**src/hw/wdt_pkg.sv**
```systemverilog
// constants and types shared by the watchdog timer design
package wdt_pkg;
    localparam int CNT_W = 16;
    localparam logic [15:0] CNT_RST = 16'h0000;
    localparam logic [15:0] RELOAD_RST = 16'h0000;
    localparam int PRE_W = 14;
    localparam int PRE_DIV_SLOW = 16384;
    localparam int PRE_DIV_FAST = 256;
    localparam logic [13:0] PRE_MASK_SLOW = 14'h3FFF;
    localparam logic [13:0] PRE_MASK_FAST = 14'h00FF;
    localparam logic [7:0] WARN_CYCLES = 8'h10;
    typedef enum logic [1:0] {WDT_RUN, WDT_WARN, WDT_RESET} wdt_state_e;
endpackage

```
**src/hw/wdt_top.sv**
```systemverilog
// watchdog timer: prescaled 16-bit up counter with prewarning and reset request
// Function
// - The watchdog counts after every reset without software action.
// - The disable instruction stops the counter in the run state (a started prewarning still ends in a reset request) and the enable instruction restarts it.
// - On overflow a prewarning interrupt is raised first and a reset request afterwards.
// - The counter is 16 bits, clocked by the clock divided by 16384 or 256.
// - The counter is loaded from a programmable reload value.
// - Each service in the run state reloads the counter; every service clears the prescaler.
`timescale 1ns/100ps
module wdt_top (
    input wire logic clock,
    input wire logic resetn,
    input wire logic watchdogEnableInstruction,
    input wire logic watchdogDisableInstruction,
    input wire logic serviceStrobe,
    input wire logic fastPrescale,
    input wire logic [15:0] watchdogReloadValue,
    output logic prewarnIrq,
    output logic resetRequest,
    output logic running
);
    typedef struct packed {
        logic [1:0] rstSync;
        logic enabled;
        logic [15:0] count;
        wdt_pkg::wdt_state_e state;
        logic [7:0] warnCnt;
        logic irq;
        logic rstReq;
    } wdt_state_s;

    wdt_state_s r_q;
    wdt_state_s r_d;
    logic rstn;
    logic tick;

    assign rstn = r_q.rstSync[1];

    // reset release synchroniser kept outside the main struct reset path
    logic [1:0] rsync_q;
    always_ff @(posedge clock or negedge resetn) begin
        if (!resetn) begin
            rsync_q <= 2'h0;
        end else begin
            rsync_q <= {rsync_q[0], 1'b1};
        end
    end

    wdt_prescaler u_pre (
        .clock(clock),
        .rstn(rsync_q[1]),
        .run(r_q.enabled && r_q.state == wdt_pkg::WDT_RUN),
        .clear(serviceStrobe),
        .fastSel(fastPrescale),
        .tick(tick)
    );

    always_comb begin
        r_d = r_q;
        r_d.rstSync = rsync_q;
        r_d.irq = 1'b0;
        if (watchdogDisableInstruction) begin
            r_d.enabled = 1'b0;
        end else if (watchdogEnableInstruction) begin
            r_d.enabled = 1'b1;
        end
        case (r_q.state)
            wdt_pkg::WDT_RUN: begin
                if (serviceStrobe) begin
                    r_d.count = watchdogReloadValue;
                end else if (tick) begin
                    if (r_q.count == 16'hFFFF) begin
                        r_d.count = watchdogReloadValue;
                        r_d.state = wdt_pkg::WDT_WARN;
                        r_d.irq = 1'b1;
                        r_d.warnCnt = wdt_pkg::WARN_CYCLES;
                    end else begin
                        r_d.count = r_q.count + 16'h0001;
                    end
                end
            end
            wdt_pkg::WDT_WARN: begin
                if (r_q.warnCnt == 8'h00) begin
                    r_d.state = wdt_pkg::WDT_RESET;
                    r_d.rstReq = 1'b1;
                end else begin
                    r_d.warnCnt = r_q.warnCnt - 8'h01;
                end
            end
            wdt_pkg::WDT_RESET: begin
                r_d.rstReq = 1'b1;
            end
            default: begin
                r_d.state = wdt_pkg::WDT_RUN;
            end
        endcase
    end

    always_ff @(posedge clock or negedge resetn) begin
        if (!resetn) begin
            r_q.rstSync <= 2'h0;
            r_q.enabled <= 1'b1;
            r_q.count <= wdt_pkg::CNT_RST;
            r_q.state <= wdt_pkg::WDT_RUN;
            r_q.warnCnt <= 8'h00;
            r_q.irq <= 1'b0;
            r_q.rstReq <= 1'b0;
        end else if (!rsync_q[1]) begin
            r_q.rstSync <= rsync_q;
            r_q.enabled <= 1'b1;
            r_q.count <= wdt_pkg::CNT_RST;
            r_q.state <= wdt_pkg::WDT_RUN;
            r_q.warnCnt <= 8'h00;
            r_q.irq <= 1'b0;
            r_q.rstReq <= 1'b0;
        end else begin
            r_q <= r_d;
        end
    end

    assign prewarnIrq = r_q.irq;
    assign resetRequest = r_q.rstReq;
    assign running = r_q.enabled;

    a_warn_before_reset: assert property (@(posedge clock) disable iff (!rstn)
        $rose(resetRequest) |-> $past(r_q.state) == wdt_pkg::WDT_WARN)
        else $error("reset request without prior prewarning");
    a_irq_then_reset: assert property (@(posedge clock) disable iff (!rstn)
        prewarnIrq |-> ##[17:18] resetRequest)
        else $error("reset request did not follow prewarning");
    a_service_reload: assert property (@(posedge clock) disable iff (!rstn)
        (serviceStrobe && r_q.state == wdt_pkg::WDT_RUN) |=> r_q.count == $past(watchdogReloadValue))
        else $error("service did not reload counter");
    a_disable_stops: assert property (@(posedge clock) disable iff (!rstn)
        watchdogDisableInstruction |=> !running)
        else $error("disable did not stop watchdog");
    a_enable_starts: assert property (@(posedge clock) disable iff (!rstn)
        (watchdogEnableInstruction && !watchdogDisableInstruction) |=> running)
        else $error("enable did not start watchdog");
    a_stopped_holds: assert property (@(posedge clock) disable iff (!rstn)
        (!running && !serviceStrobe && !watchdogEnableInstruction) |=> $stable(r_q.count))
        else $error("counter moved while disabled");
    a_count_step: assert property (@(posedge clock) disable iff (!rstn)
        (tick && !serviceStrobe && r_q.count != 16'hFFFF) |=> r_q.count == $past(r_q.count) + 16'h0001)
        else $error("counter did not step up");
    a_overflow_irq: assert property (@(posedge clock) disable iff (!rstn)
        (tick && !serviceStrobe && r_q.count == 16'hFFFF) |=> prewarnIrq)
        else $error("overflow without prewarning");
    a_fast_tick: assert property (@(posedge clock) disable iff (!rstn)
        (tick && fastPrescale) |=> !tick)
        else $error("prescaler ticked twice in a row");
    a_irq_single_pulse: assert property (@(posedge clock) disable iff (!rstn)
        prewarnIrq |=> !prewarnIrq)
        else $error("prewarning lasted more than one cycle");
    a_reset_req_holds: assert property (@(posedge clock) disable iff (!rstn)
        resetRequest |=> resetRequest)
        else $error("reset request dropped before reset");
    a_enabled_after_reset: assert property (@(posedge clock)
        $rose(rstn) |-> running)
        else $error("watchdog not enabled after reset");
endmodule

```
**src/hw/wdt_prescaler.sv**
```systemverilog
// prescaler producing the watchdog count tick
`timescale 1ns/100ps
module wdt_prescaler (
    input wire logic clock,
    input wire logic rstn,
    input wire logic run,
    input wire logic clear,
    input wire logic fastSel,
    output logic tick
);
    logic [wdt_pkg::PRE_W-1:0] preCnt_q;
    logic [wdt_pkg::PRE_W-1:0] preCnt_d;
    logic [wdt_pkg::PRE_W-1:0] limit;

    always_comb begin
        limit = fastSel ? wdt_pkg::PRE_MASK_FAST : wdt_pkg::PRE_MASK_SLOW;
        tick = run && !clear && (preCnt_q >= limit);
        if (clear || !run) begin
            preCnt_d = '0;
        end else if (tick) begin
            preCnt_d = '0;
        end else begin
            preCnt_d = preCnt_q + 14'h0001;
        end
    end

    always_ff @(posedge clock or negedge rstn) begin
        if (!rstn) begin
            preCnt_q <= '0;
        end else begin
            preCnt_q <= preCnt_d;
        end
    end
endmodule

```
**config.mk**
```make
export PLATFORM = sky130hd
export DESIGN_NAME = wdt_top
export DESIGN_NICKNAME = d
export VERILOG_FILES = /design/src/hw/wdt_pkg.sv /design/src/hw/wdt_top.sv /design/src/hw/wdt_prescaler.sv
export SDC_FILE = /design/constraint.sdc
export NUM_CORES = 1
export LEC_CHECK = 0
export BUFFER_PORTS_ARGS = -buffer_cell sky130_fd_sc_hd__buf_2
export CORE_MARGIN = 1
export CORE_UTILIZATION = 53
export CTS_BUF_LIST = sky130_fd_sc_hd__clkbuf_8 sky130_fd_sc_hd__clkbuf_16
export DETAILED_ROUTE_END_ITERATION = 7
export GPL_TIMING_DRIVEN = 0
export PLACE_DENSITY_LB_ADDON = 0.1
export SYNTH_ARGS = -nofsm -noshare
export SYNTH_HDL_FRONTEND = slang
export SYNTH_SLANG_ARGS = --single-unit
```
**constraint.sdc**
```tcl
create_clock -name clock -period 0.8 [get_ports clock]
set_clock_uncertainty 0.05 [all_clocks]
set_input_delay 0.08 -clock clock [delete_from_list [all_inputs] [get_ports clock]]
set_output_delay 0.08 -clock clock [all_outputs]
set_load 0.1 [all_outputs]
```
==> metrics.txt <==
crit-path most repeated cell=buf_4; ratio of cells with drive above 1 in the final layout=35.67%; drt pass-1 iters=4; CTS root buffer=clkbuf_8; core box area=0.004755 sq mm; most common cell after layout, fill and taps aside=dfrtp_1; Distinct cells, synth=51; Hold Buf Count CTS=3; worst hold slack=-0.2270 ns; Worst path slowest cell=dfrtp_1; fin crit share=272.6%; RSZ-0062 raised after global routing=yes; Yosys warning count=0; final instance area=0.003540 sq mm; H-tree Lvls=2; Slowest Stage Delay on Critical Path=0.41 ns; Post-Syn Area=0.002621 sq mm; die area=0.005231 sq mm; Synth Instances=282; chip height=72.33 microns; Reg2Reg Depth=9; placed cell area=0.002979 sq mm; Routed WL per cell=14.92 microns; largest net degree at the start of global routing=32; crit path launch type=register; DRT iter0 DRCs=100; largest family of logic cells by synthesized area=simple AND/OR/NAND/NOR gates; Synth Register Bits=45; chip width=72.33 microns; Max Root-Sink Buffers=2; DP HPWL=3986 microns; VDD IR-drop max=991.7 uV; pwr/cell area=1227 mW/mm^2; complex-gate fraction of the synthesized area=14.80%; Clk pin slew, worst setup/hold paths=0.09 ns; multi-input logic area=0.001719 sq mm; Post-Syn Area per Cell=9.295 sq um; Layout area overhead=35.04%; R2R setup slack=-1.38 ns; Met2 Wirelength=3092 microns; drt total wl=6103 microns; Worst-Skew Late Latency=0.30 ns; # IOs=25; vias per cell=5.621; setup ws final=-1.381 ns; uppermost layer routed=met4; CTS buffer count=5; Hold WC Path Type=primary input to asynchronous set/reset pin; gpl congestion=0.8017; xor and xnor area share after synthesis=5.346%; Worst Setup Path Type=register to register; f_max=458.6 MHz; Port Buf Inserts=24; most frequent cells in the layout=dfrtp_1 (40), nand2_1 (32), nor2_1 (30); FP Rows=25; routed wl met3=162 microns; maximum fanout along the worst path=6; crit end category=register; syn nets=314; residual DRC count=0; Ant. Diodes=0; mux contribution to synthesized area=3.055%; first-pass GRT wire length=10020 microns; Seq/Total Area, Yosys=43.01%; Via Count=2299; fin. max-slew vios=0; outcome=complete, but fails checks; max-cap violations=0; Pleak=1.584 nW; Synth Area in Simple Gates=26.78%; measured slew at the worst slew-check pin=0.7086 ns; Starting Density=55.13%; DRT antenna net count=0; Setup violations, final=46; GRT Util Overall=24.66%; fill count=346; Total Nets Final=373; Hold Fails Final Rpt=36; M1 wire length=2751 microns; Final Core Density=74.45%; vias in the first global route=2167; initial antenna violation count=0; Slew headroom=52.76%; worst path required time=0.93 ns; violated checks=hold timing, setup timing; critical-path cell list=ha_1 -> nand4_1 -> nor4_4 -> buf_4 -> buf_4 -> o31ai_4 -> a21o_2 -> nor2_4 -> a221o_1; post-synthesis adder-cell area fraction=4.773%; Final min period=2.181 ns; register area=0.001139 sq mm; Clock Sinks=45; critical path arrival=2.31 ns; CTS tree=done; Overflow after GRT=0
==> critical path: cells and delay by family, from the launching register on <==
kind,cells,cell delay (ns)
DFF,1,0.41
adders and majority gates,1,0.31
and+or+nand+nor,3,0.28
AOI/OAI and AO/OA,3,0.73
buffers and inverters,2,0.28
==> cells in the mapped netlist, drive strengths merged <==
library cell / number / share of area (%)
dfrtp: 44 / 42
nand2: 40 / 5.8
nor2: 35 / 5.2
o21ai: 16 / 3.1
a21oi: 14 / 2.7
nand3: 12 / 3.2
ha: 10 / 4.8
xor2: 10 / 3.3
mux2i: 8 / 3.1
inv: 7 / 1.0
a221o: 6 / 2.3
nand4: 6 / 1.4
nor3: 6 / 1.1
xnor2: 6 / 2.0
nor2b: 5 / 1.2
and3: 4 / 0.95
nor4: 4 / 1.8
o221ai: 4 / 1.3
o31ai: 4 / 1.7
or3: 4 / 1.1
a21o: 3 / 0.86
and2: 3 / 0.72
buf: 3 / 0.81
nand2b: 3 / 1.0
o22ai: 3 / 0.72
or2: 3 / 0.72
a31oi: 2 / 0.48
and4: 2 / 0.67
clkbuf: 2 / 0.29
nor4b: 2 / 0.67
or4: 2 / 0.57
a22o: 1 / 0.33
a32oi: 1 / 0.33
and3b: 1 / 0.33
conb: 1 / 0.14
dfstp: 1 / 1.0
nor3b: 1 / 0.29
o2111ai: 1 / 0.33
o2bb2ai: 1 / 0.33
o31a: 1 / 0.33
==> metal layers <==
layer,vias up,global-route usage (%)
met4,0,5.882
met2,40,42.78
met1,1119,32.35
li1,1129,-
met3,11,3.889
met5,-,0
==> layout make-up <==
cell class / count / area share [%]
plain buffers: 5 / 1.555
clock buffers: 5 / 1.944
inverters: 7 / 0.7423
clock inverters: 3 / 0.4949
repair buffers: 52 / 12.16
flip-flops and latches: 45 / 32.17
multi-input cells: 225 / 48.57
well taps: 67 / 2.368
==> through the flow <==
step / setup WS (ns) / total power, W / std cells / TNS (ns) / hold WS, ns
after floorplan: -1.252 / 0.002684 / 282 / -42.68 / -0.2656
after global placement: -1.531 / 0.002842 / 373 / -52.02 / 0.1279
after detailed placement: -1.552 / 0.002850 / 373 / -52.59 / 0.1256
after CTS: -1.382 / 0.004343 / 405 / -52.50 / -0.1997
after global routing: -1.462 / 0.004537 / 409 / -56.66 / -0.1563
final: -1.381 / 0.004344 / 409 / -52.34 / -0.2270
==> cells by family (layout without fill, tap and decap cells) <==
group | Yosys count | after routing
and+or+nand+nor | 133 | 133
AOI/OAI and AO/OA | 57 | 57
DFF | 45 | 45
xor gates and xnor gates | 16 | 16
buffers and inverters | 12 | 72
adders and majority gates | 10 | 10
muxes | 8 | 8
other | 1 | 1
==> worst paths after layout <==
path                                          endpoint                    startpoint
setup reg to reg                   r_q[23]$_DFFE_PN0P_  u_pre.preCnt_q[12]$_DFF_PN0_
max in group asynchronous  u_pre.preCnt_q[2]$_DFF_PN0_          rsync_q[1]$_DFF_PN0_
min in group clock                 r_q[24]$_DFFE_PN0P_       watchdogReloadValue[12]
hold reg to reg            u_pre.preCnt_q[1]$_DFF_PN0_          rsync_q[1]$_DFF_PN0_
hold / removal                    prewarnIrq$_DFF_PN0_                        resetn
setup / recovery                   r_q[23]$_DFFE_PN0P_  u_pre.preCnt_q[12]$_DFF_PN0_
==> report_power, final <==
part           internal (W)  switching (W)
registers           0.00233      0.0000741
clock network      0.000604       0.000787
logic              0.000255       0.000293
total               0.00319        0.00115
==> registers in the layout, indices dropped and copies added, names as in the netlist <==
name / count
r_q: 26
rsync_q: 2
running: 1
prewarnIrq: 1
u_pre.preCnt_q: 14
resetRequest: 1
==> what timing repair did <==
action                                 CTS  global route
pin swaps                               11             7
endpoints found under the hold margin   38            36
buffers inserted                        21             4
gates cloned                             0             0
setup endpoints to repair               46            46
resized for setup                       31            24
No activity file was read; power rests on OpenSTA's default activity.
